### config.mk
export PLATFORM = sky130hd
export DESIGN_NAME = pcl_loader
export DESIGN_NICKNAME = d
export VERILOG_FILES = /design/src/rtl/pcl_pkg.sv /design/src/rtl/pcl_loader.sv /design/src/rtl/pcl_port_fields.sv
export SDC_FILE = /design/constraint.sdc
export NUM_CORES = 1
export LEC_CHECK = 0
export BUFFER_PORTS_ARGS = -buffer_cell sky130_fd_sc_hd__buf_2
export CAP_MARGIN = 10
export CORE_MARGIN = 2
export CORE_UTILIZATION = 30
export DETAILED_ROUTE_END_ITERATION = 8
export GPL_ROUTABILITY_DRIVEN = 0
export PLACE_DENSITY = 0.46
export SYNTH_ARGS = -nofsm -noshare
export SYNTH_HDL_FRONTEND = slang
export SYNTH_HIERARCHICAL = 1
export SYNTH_SLANG_ARGS = --single-unit
### constraint.sdc
create_clock -name clk -period 5.42 [get_ports clk]
set_input_delay 0.542 -clock clk [delete_from_list [all_inputs] [get_ports clk]]
set_output_delay 0.542 -clock clk [all_outputs]
set_load 0.01 [all_outputs]
### src/rtl/pcl_pkg.sv
// package for the per-port configuration word loader
`default_nettype none
package pcl_pkg;
    // ------------------------------------------------------------
    // geometry
    // ------------------------------------------------------------
    localparam int          NUM_PORTS      = 6;
    localparam int          PORT_W         = 3;
    localparam int          WADDR_W        = 8;
    localparam int          WDATA_W        = 16;
    localparam int          OFS_W          = 12;
    localparam int          PORT_STRIDE    = 2;
    localparam logic [7:0]  PM_WORD_BASE   = 8'h50;
    localparam logic [7:0]  MISC_WORD_BASE = 8'h60;

    // ------------------------------------------------------------
    // configuration offsets
    // ------------------------------------------------------------
    localparam logic [11:0] OFS_PMC    = 12'h040;
    localparam logic [11:0] OFS_PMCSR  = 12'h044;
    localparam logic [11:0] OFS_LCAP   = 12'h0CC;
    localparam logic [11:0] OFS_LCTL   = 12'h0D0;
    localparam logic [11:0] OFS_VCCAP  = 12'h144;
    localparam logic [11:0] OFS_VC0CTL = 12'h154;

    // ------------------------------------------------------------
    // hardware defaults of the target registers
    // ------------------------------------------------------------
    localparam logic [31:0] RST_PMC    = 32'h0603_0001;
    localparam logic [31:0] RST_PMCSR  = 32'h0000_0000;
    localparam logic [31:0] RST_LCAP   = 32'h0000_0000;
    localparam logic [31:0] RST_LCTL   = 32'h0000_0000;
    localparam logic [31:0] RST_VCCAP  = 32'h0000_0001;
    localparam logic [31:0] RST_VC0CTL = 32'h8000_0001;

    // ------------------------------------------------------------
    // loader word bit positions
    // ------------------------------------------------------------
    localparam int W_NSR     = 0;
    localparam int W_AUX     = 1;
    localparam int W_D1      = 4;
    localparam int W_D2      = 5;
    localparam int W_PME     = 6;
    localparam int W_PMDATA  = 8;
    localparam int W_SLOTCLK = 1;
    localparam int W_DSI     = 2;
    localparam int W_LOWPRIO = 3;
    localparam int W_PORTNUM = 4;
    localparam int W_TCMAP   = 9;

    // ------------------------------------------------------------
    // target register bit positions
    // ------------------------------------------------------------
    localparam int R_NSR     = 3;
    localparam int R_PMDATA  = 24;
    localparam int R_DSI     = 21;
    localparam int R_AUX     = 22;
    localparam int R_D1      = 25;
    localparam int R_D2      = 26;
    localparam int R_PME     = 28;
    localparam int R_SLOTCLK = 28;
    localparam int R_LOWPRIO = 4;
    localparam int R_PORTNUM = 24;
    localparam int R_TCMAP   = 1;

    // ------------------------------------------------------------
    // carriers
    // ------------------------------------------------------------
    typedef struct packed {
        logic                 valid;
        logic [WADDR_W-1:0]   addr;
        logic [WDATA_W-1:0]   data;
    } pcl_word_type;

    typedef struct packed {
        logic                 valid;
        logic [PORT_W-1:0]    port;
        logic [OFS_W-1:0]     offset;
    } pcl_cfg_req_type;

    typedef struct packed {
        logic       no_soft_reset;
        logic [2:0] aux_current;
        logic       d1_support;
        logic       d2_support;
        logic [1:0] pme_support;
        logic [7:0] pm_data;
        logic       slot_clock;
        logic       dsi_required;
        logic       low_priority_vc_count;
        logic [2:0] port_num;
        logic [6:0] tc_map;
    } pcl_fields_type;

    localparam pcl_fields_type FIELDS_RST = '{
        no_soft_reset: RST_PMCSR[R_NSR],
        aux_current:   RST_PMC[R_AUX+:3],
        d1_support:    RST_PMC[R_D1],
        d2_support:    RST_PMC[R_D2],
        pme_support:   RST_PMC[R_PME+:2],
        pm_data:       RST_PMCSR[R_PMDATA+:8],
        slot_clock:    RST_LCTL[R_SLOTCLK],
        dsi_required:  RST_PMC[R_DSI],
        low_priority_vc_count: RST_VCCAP[R_LOWPRIO],
        port_num:      RST_LCAP[R_PORTNUM+:3],
        tc_map:        RST_VC0CTL[R_TCMAP+:7]
    };

    typedef enum logic {ST_LOAD, ST_READY} pcl_st_type;
endpackage
`default_nettype wire

### src/rtl/pcl_loader.sv
// configuration word loader with per-port configuration read port
// Operation
// [RL1] even word bit0 sets no-soft-reset bit
// [RL2] word bits 3:1 give aux current
// [RL3] word bit4 reports D1 support
// [RL4] word bit5 reports D2 support
// [RL5] word bits 7:6 give PME support
// [RL6] odd word high byte is pm data
// [RL7] word bit1 selects connector slot clock
// [RL8] word bit2 flags device-specific init
// [RL9] word bit3 counts VC1 as low-priority
// [RL10] word bits 6:4 give logical port number
// [RL11] word bits 15:9 map traffic classes to VC0
// [RL12] only mapped bits change; reads wait for load
`timescale 1ns/10ps
`default_nettype none
module pcl_loader #(
    parameter int NPORTS = pcl_pkg::NUM_PORTS
) (
    input  wire logic                     clk,
    input  wire logic                     rst,
    input  wire pcl_pkg::pcl_word_type    word_in,
    input  wire logic                     load_done,
    input  wire pcl_pkg::pcl_cfg_req_type cfg_req,
    output var  logic                     cfg_ack,
    output var  logic [31:0]              cfg_rdata,
    output var  logic                     loader_busy
);
    import pcl_pkg::*;

    typedef struct packed {
        pcl_st_type  st;
        logic        ack;
        logic [31:0] rdata;
        logic        busy;
    } pcl_top_type;

    pcl_top_type    state_q;
    pcl_top_type    state_d;
    pcl_word_type   word_gated;
    pcl_fields_type fields [NPORTS];
    pcl_fields_type sel;
    logic           port_ok;
    logic           take;
    logic [31:0]    rd_val;

    // ------------------------------------------------------------
    // per-port field stores
    // ------------------------------------------------------------
    always_comb begin
        word_gated       = word_in;
        word_gated.valid = word_in.valid && (state_q.st == ST_LOAD); // RL12
    end

    for (genvar i = 0; i < NPORTS; i++) begin : g_port
        pcl_port_fields #(
            .PORT_INDEX (i)
        ) u_fields (
            .clk     (clk),
            .rst     (rst),
            .word_in (word_gated),
            .fields  (fields[i])
        );
    end

    // ------------------------------------------------------------
    // register assembly
    // ------------------------------------------------------------
    always_comb begin
        port_ok = 32'(cfg_req.port) < NPORTS;
        sel     = port_ok ? fields[cfg_req.port] : FIELDS_RST;
        rd_val  = 32'h0000_0000;
        case (cfg_req.offset)
            OFS_PMC: begin
                rd_val                = RST_PMC;                // RL12
                rd_val[R_DSI]         = sel.dsi_required;       // RL8
                rd_val[R_AUX+:3]      = sel.aux_current;        // RL2
                rd_val[R_D1]          = sel.d1_support;         // RL3
                rd_val[R_D2]          = sel.d2_support;         // RL4
                rd_val[R_PME+:2]      = sel.pme_support;        // RL5
            end
            OFS_PMCSR: begin
                rd_val                = RST_PMCSR;
                rd_val[R_NSR]         = sel.no_soft_reset;      // RL1
                rd_val[R_PMDATA+:8]   = sel.pm_data;            // RL6
            end
            OFS_LCAP: begin
                rd_val                = RST_LCAP;
                rd_val[R_PORTNUM+:3]  = sel.port_num;           // RL10
            end
            OFS_LCTL: begin
                rd_val                = RST_LCTL;
                rd_val[R_SLOTCLK]     = sel.slot_clock;         // RL7
            end
            OFS_VCCAP: begin
                rd_val                = RST_VCCAP;
                rd_val[R_LOWPRIO]     = sel.low_priority_vc_count; // RL9
            end
            OFS_VC0CTL: begin
                rd_val                = RST_VC0CTL;
                rd_val[R_TCMAP+:7]    = sel.tc_map;             // RL11
            end
            default: begin
                rd_val = 32'h0000_0000;
            end
        endcase
        if (!port_ok) begin
            rd_val = 32'h0000_0000;
        end
    end

    // ------------------------------------------------------------
    // load phase and read handshake
    // ------------------------------------------------------------
    assign take = cfg_req.valid && (state_q.st == ST_READY) && !state_q.ack; // RL12

    always_comb begin
        state_d     = state_q;
        state_d.ack = 1'b0;
        case (state_q.st)
            ST_LOAD: begin
                if (load_done) begin
                    state_d.st   = ST_READY;
                    state_d.busy = 1'b0;
                end
            end
            ST_READY: begin
                if (take) begin
                    state_d.ack   = 1'b1;
                    state_d.rdata = rd_val;
                end
            end
            default: begin
                state_d.st = ST_LOAD;
            end
        endcase
    end

    always_ff @(posedge clk or posedge rst) begin
        if (rst) begin
            state_q <= '{st: ST_LOAD, ack: 1'b0, rdata: 32'h0000_0000, busy: 1'b1};
        end else begin
            state_q <= state_d;
        end
    end

    assign cfg_ack     = state_q.ack;
    assign cfg_rdata   = state_q.rdata;
    assign loader_busy = state_q.busy;
endmodule
`default_nettype wire

### src/rtl/pcl_port_fields.sv
// loaded configuration fields of one port
`timescale 1ns/10ps
`default_nettype none
module pcl_port_fields #(
    parameter int PORT_INDEX = 0
) (
    input  wire logic                    clk,
    input  wire logic                    rst,
    input  wire pcl_pkg::pcl_word_type   word_in,
    output var  pcl_pkg::pcl_fields_type fields
);
    import pcl_pkg::*;

    localparam logic [7:0] A_EVEN = 8'(PM_WORD_BASE + PORT_STRIDE * PORT_INDEX);
    localparam logic [7:0] A_ODD  = 8'(PM_WORD_BASE + PORT_STRIDE * PORT_INDEX + 1);
    localparam logic [7:0] A_MISC = 8'(MISC_WORD_BASE + PORT_STRIDE * PORT_INDEX);

    pcl_fields_type state_q;
    pcl_fields_type state_d;
    logic           hit_even;
    logic           hit_odd;
    logic           hit_misc;

    assign hit_even = word_in.valid && (word_in.addr == A_EVEN);
    assign hit_odd  = word_in.valid && (word_in.addr == A_ODD);
    assign hit_misc = word_in.valid && (word_in.addr == A_MISC);
    assign fields   = state_q;

    // ------------------------------------------------------------
    // word to field mapping
    // ------------------------------------------------------------
    always_comb begin
        state_d = state_q;
        if (hit_even) begin
            state_d.no_soft_reset = word_in.data[W_NSR];      // RL1
            state_d.aux_current   = word_in.data[W_AUX+:3];   // RL2
            state_d.d1_support    = word_in.data[W_D1];       // RL3
            state_d.d2_support    = word_in.data[W_D2];       // RL4
            state_d.pme_support   = word_in.data[W_PME+:2];   // RL5
        end
        if (hit_odd) begin
            state_d.pm_data = word_in.data[W_PMDATA+:8];      // RL6
        end
        if (hit_misc) begin
            state_d.slot_clock            = word_in.data[W_SLOTCLK];    // RL7
            state_d.dsi_required          = word_in.data[W_DSI];        // RL8
            state_d.low_priority_vc_count = word_in.data[W_LOWPRIO];    // RL9
            state_d.port_num              = word_in.data[W_PORTNUM+:3]; // RL10
            state_d.tc_map                = word_in.data[W_TCMAP+:7];   // RL11
        end
    end

    always_ff @(posedge clk or posedge rst) begin
        if (rst) begin
            state_q <= FIELDS_RST;
        end else begin
            state_q <= state_d;
        end
    end
endmodule
`default_nettype wire

==> flow_summary.json, run 1 <==
{
  "grt_antenna_before_repair": 3,
  "reg2reg_slack_ns": 2.62,
  "finalCritPeriodShare": 0.517,
  "avgSynthCellArea_um2": 14.8,
  "r2r-start": "state_q[34]$_DFF_PP0_",
  "cts_buffers": 17,
  "yosys_warnings": 6,
  "ctsResizeCount": 0,
  "fin_skew_ns": 0.00667,
  "slew_violations": 0,
  "dp_hpwl_um": 18100,
  "syn_inst": 671,
  "gr-usage-met3": 0.0213,
  "grt_util_all_layers": 0.159,
  "yosysMostFrequentCell": "dfrtp_1",
  "setup.worst_path.end_class": "flip-flop",
  "io_pins": 78,
  "ys_seq_area_frac": 0.498,
  "drc_errors": 0,
  "synth_common_cells": "dfrtp_1 (184), mux2_2 (135), mux2_4 (40)",
  "slew_headroom": 0.308,
  "max-cap-violations": 0,
  "cts_setup_buffers": 0,
  "viasPerCell": 4.90,
  "crit_fanout": 13,
  "placementRows": 66,
  "p_leak_nw": 5.34,
  "path_class": "flip-flop to flip-flop",
  "peakVddDrop_mv": 0.146,
  "cts_sinks": 197,
  "ys.flop_type": "dfrtp_1",
  "wl_per_cell_um": 22.2,
  "rsz0062_at_grt": "no",
  "syn_area_um2": 9920,
  "ys_types": 63,
  "drt_iter0_drc": 330,
  "worst_ep_required_time_ns": 5.75,
  "synth_edf_count": 0,
  "clock.fmax_mhz": 357,
  "syn2layout_area_growth_pct": 10.2,
  "grt_pass1_vias": 6163,
  "core_area_um2": 32500,
  "hold_path.class": "input pin to async pin",
  "worstMarginPinSlew_ns": 1.04,
  "final_nets": 757,
  "dieArea_um2": 34500,
  "grt_pass1_wl_um": 40100,
  "met2_usage": 0.269,
  "ys_seq_elements": 197,
  "reg2reg_depth": 4,
  "yosysTopAreaCell": "dfrtp_1",
  "status": "completed",
  "htreeDepth": 4,
  "tns_ns": 0,
  "ys_async_sr_fraction": 1.00,
  "crit_path_start_kind": "flip-flop",
  "n_fill_cell": 3170,
  "reg2reg_to": "g_port[0].u_fields/fields[12]$_DFFE_PP0P_",
  "setup_viol": 0,
  "p_total_mw": 2.86,
  "clock_path_buffers": 2,
  "powerDensity_nw_per_um2": 261,
  "timing.hold.ws_ns": 0.0553,
  "vias": 5732,
  "detail-route-antenna-nets": 0,
  "grt_overflow_total": 0,
  "worstPathArrival_ns": 3.13,
  "cts-root-buf": "clkbuf_16",
  "drive_above_1_share": 0.494,
  "grt_max_degree": 47,
  "port_buffers": 66,
  "drt-pass1-iter-count": 4,
  "postCtsHoldBufs": 0,
  "yosys.area.top_type_share": 0.464,
  "synth_area_leaders": "dfrtp_1 (46%), mux2_2 (15%), mux4_2 (6.1%)",
  "cts_tree": "done",
  "postLayoutCoreUtil": 0.336,
  "hold_viol_final": 0,
  "timing.final.crit_period_ns": 2.80,
  "use_met1": 0.213,
  "initial_core_util": 0.305,
  "busiest_layer": "met2",
  "dieWidth_um": 186,
  "die_y_um": 186,
  "fin_ws_ns": 2.62,
  "wl_um": 26000,
  "path_clk_slew_ns": 0.07,
  "insertion_delay_ns": 0.44,
  "pre_cts_ws_ns": 2.39
}
## stage by stage
step | area [um^2] | cells
global route | 10900 | 1168
floorplan | 9960 | 681
finish | 10900 | 1169
CTS | 10900 | 1168
global placement | 10400 | 1136
detailed placement | 10400 | 1136
## per-layer routing
layer,share of wire,routed length (um),vias up
met5,0.0012,30,-
met1,0.46,12100,3044
li1,-,-,2555
met2,0.49,12700,108
met4,0.013,325,4
met3,0.033,847,21
## cell usage in the layout (no fill, tap or decap), types with 5 or more instances in the layout
master      netlist  final
a21oi_1           8      8
a32o_1            5      5
buf_2             6     65
buf_4            34      9
clkbuf_16         0     17
clkinvlp_4        0      5
conb_1            1     11
dfrtp_1         184    184
dfstp_2          13     13
inv_1            10      8
mux2_2          135    135
mux2_4           40     40
mux2i_1          25     25
mux4_2           27     27
nand2_1          31     31
nand4_1           7      7
nand4b_2          8      8
nor2_1            8      8
nor3_1            7      7
nor4b_4           5      5
o21ai_1          15     15
o22ai_1           7      7
## cell type report
type / instances / area, um^2 / share of cell area
Antenna cell: 1 / 2.50 / 0.000229
Multi-Input combinational cell: 411 / 4450 / 0.407
Clock buffer: 17 / 425 / 0.0389
Timing Repair Buffer: 74 / 393 / 0.0359
Sequential cell: 197 / 4950 / 0.452
Clock inverter: 15 / 123 / 0.0112
Inverter: 12 / 45.0 / 0.00412
Tap cell: 442 / 553 / 0.0506
## power by group
part	internal, mW	switching (mW)
clock network	0.598	0.599
registers	1.47	0.00248
logic	0.0531	0.132
## registers in the layout, indices dropped and copies added (netlist names)
name and flops:
cfg_rdata 20, g_port.u_fields/fields 174, loader_busy 1, state_q 1, cfg_ack 1
## critical path, stage by stage, from the launching register on
cell and delay, ns:
dfrtp_1 0.45, nor2b_1 0.59, and3b_1 0.33, and4b_1 0.90, mux2_2 0.42
## logic make-up after synthesis
family | share of synthesized area
flip-flops | 0.498
AND/OR/NAND/NOR | 0.101
buffers and inverters | 0.0570
AO/OA/AOI/OAI | 0.0405
other | 0.000378
multiplexers | 0.302
## worst max path at each step
stage	from	end	slack, ns	cells after the start
2_1_floorplan	word_in[24]	g_port[3].u_fields/fields[0]$_DFFE_PP0P_	3.31	5
5_1_grt	state_q[34]$_DFF_PP0_	g_port[0].u_fields/fields[11]$_DFFE_PP0P_	2.49	4
4_1_cts	state_q[34]$_DFF_PP0_	g_port[0].u_fields/fields[11]$_DFFE_PP0P_	2.58	4
6_report	state_q[34]$_DFF_PP0_	g_port[0].u_fields/fields[12]$_DFFE_PP0P_	2.62	4
3_5_place_dp	word_in[24]	g_port[0].u_fields/fields[11]$_DFFE_PP0P_	2.39	5
3_3_place_gp	word_in[24]	g_port[0].u_fields/fields[10]$_DFFE_PP0P_	2.47	5
No activity file was read; power rests on OpenSTA's default activity.
==> inputs of run 2 (changes only) <==
Clock period 5.42 ns to 2.61 ns, I/O delays scaled along.
==> flow_summary.json, run 2 (synthesized netlist as in run 1, its figures left out) <==
{
  "status": "completed",
  "vias": 5862,
  "detail-route-antenna-nets": 0,
  "dieWidth_um": 186,
  "slew_violations": 0,
  "grt_overflow_total": 0,
  "rsz0062_at_grt": "no",
  "timing.hold.ws_ns": 0.172,
  "path_class": "flip-flop to flip-flop",
  "busiest_layer": "met2",
  "reg2reg_to": "g_port[2].u_fields/fields[12]$_DFFE_PP0P_",
  "grt_antenna_before_repair": 1,
  "postLayoutCoreUtil": 0.342,
  "cts-root-buf": "clkbuf_16",
  "r2r-start": "state_q[34]$_DFF_PP0_",
  "grt_util_all_layers": 0.162,
  "io_pins": 78,
  "final_cell_mix": "dfrtp_1 (184), mux2_2 (135), buf_2 (65), mux2_4 (40), nand2_1 (31)",
  "timing.final.crit_period_ns": 2.04,
  "slowest_delay_ns": 0.44,
  "min-delay-start": "word_in[8]",
  "crit_path_start_kind": "flip-flop",
  "path_common_cell": "buf_4",
  "drt-pass1-iter-count": 4,
  "dp_hpwl_um": 18500,
  "die_y_um": 186,
  "hold_path.class": "input pin to flip-flop",
  "final_common_cell": "dfrtp_1",
  "finalCritPeriodShare": 0.781,
  "drc_errors": 0,
  "worstMarginPinSlew_ns": 0.945,
  "htreeDepth": 4,
  "drive_above_1_share": 0.503,
  "tns_ns": 0,
  "pre_cts_ws_ns": 0.436,
  "met2_usage": 0.264,
  "switching_share": 0.254,
  "grt_max_degree": 30,
  "syn2layout_area_growth_pct": 12.2,
  "clock_path_buffers": 2,
  "p_leak_nw": 5.46,
  "peakVddDrop_mv": 0.334,
  "setup_viol": 0,
  "cts_setup_buffers": 0,
  "core_area_um2": 32500,
  "whs_endpoint": "g_port[3].u_fields/fields[13]$_DFFE_PP0P_",
  "cts_sinks": 197,
  "clock.fmax_mhz": 490,
  "grt_pass1_vias": 6311,
  "intPower_mw": 4.53,
  "p_total_mw": 6.07,
  "fin_ws_ns": 0.571,
  "dieArea_um2": 34500,
  "path_cells": "nor2b_1, buf_4, and3b_1, and4b_1, buf_4, mux2_2",
  "cts_tree": "done",
  "combPwrFrac": 0.066,
  "initial_core_util": 0.305,
  "largest_reg_flops": 174,
  "worstPathArrival_ns": 2.35,
  "p_sw_mw": 1.54,
  "hold_viol_final": 0,
  "setup.worst_path.end_class": "flip-flop",
  "reg2reg_depth": 6,
  "viasPerCell": 4.94,
  "share_seq_of_total_power": 0.505,
  "crit_slowest_cell": "dfrtp_1",
  "port_buffers": 66,
  "antenna_cells": 0,
  "worst_ep_required_time_ns": 2.92,
  "crit_fanout": 13,
  "power_frac_clock": 0.429,
  "slew_headroom": 0.369,
  "path_clk_slew_ns": 0.07,
  "wl_per_cell_um": 22.6,
  "ctsResizeCount": 0,
  "drt_iter0_drc": 455,
  "final_nets": 775,
  "cts_buffers": 17,
  "max-cap-violations": 0,
  "gr-usage-met3": 0.0247,
  "wl_um": 26800,
  "worst-path-buf-inv": 2,
  "fin_skew_ns": 0.0110,
  "holdPathStages": 2,
  "use_met1": 0.228,
  "insertion_delay_ns": 0.44,
  "cp_top_family": "simple AND/OR/NAND/NOR gates",
  "reg2reg_slack_ns": 0.57,
  "placementRows": 66,
  "grt_pass1_wl_um": 41100,
  "powerDensity_nw_per_um2": 545
}
-- run 2: worst max-delay path by stage --
| stage | cells past startpoint | end | from |
|---|---|---|---|
| floorplan | 5 | g_port[3].u_fields/fields[0]$_DFFE_PP0P_ | state_q[34]$_DFF_PP0_ |
| global placement | 6 | cfg_rdata[28]$_DFFE_PP0P_ | cfg_req[12] |
| detailed placement | 6 | cfg_rdata[28]$_DFFE_PP0P_ | cfg_req[12] |
| CTS | 6 | g_port[2].u_fields/fields[11]$_DFFE_PP0P_ | state_q[34]$_DFF_PP0_ |
| global route | 6 | g_port[2].u_fields/fields[11]$_DFFE_PP0P_ | state_q[34]$_DFF_PP0_ |
| finish | 6 | g_port[2].u_fields/fields[12]$_DFFE_PP0P_ | state_q[34]$_DFF_PP0_ |
-- run 2: worst register-to-register path: stages (launching register included) --
cell and delay (ns):
dfrtp_1 0.44, nor2b_1 0.15, buf_4 0.18, and3b_1 0.24, and4b_1 0.21, buf_4 0.32, mux2_2 0.38
-- run 2: final cells by class --
| class | count | area, um^2 |
|---|---|---|
| Fill cell | 3193 | 21400 |
| Timing Repair Buffer | 92 | 571 |
| Clock inverter | 14 | 144 |
| Clock buffer | 18 | 429 |
| Tap cell | 442 | 553 |
| Multi-Input combinational cell | 411 | 4450 |
| Sequential cell | 197 | 4950 |
| Inverter | 12 | 45.0 |
-- run 2: timing repair --
item,4_1_cts,5_1_grt
hold buffers,2,0
setup endpoints to repair,0,0
endpoints found under the hold margin,52,0
-- run 2: metrics by stage --
step | std cells | cell area [um^2]
detailed placement | 1152 | 10500
CTS | 1186 | 11100
finish | 1186 | 11100
global route | 1186 | 11100
global placement | 1152 | 10500
floorplan | 681 | 9960
-- run 2: power groups by stage --
stage	Sequential (mW)	Combinational (mW)	Clock, mW
final	3.07	0.399	2.60
after global routing	3.07	0.439	2.80
after CTS	3.07	0.406	2.67
after detailed placement	3.13	0.404	0
after global placement	3.13	0.398	0
after floorplan	3.12	0.224	0
-- run 2: metal layers --
layer / vias up / wire length (um) / share of wire
met3: 13 / 1100 / 0.041
met1: 3147 / 12700 / 0.47
li1: 2582 / - / -
met4: 2 / 327 / 0.012
met2: 118 / 12700 / 0.47
met5: - / 13 / 0.00048
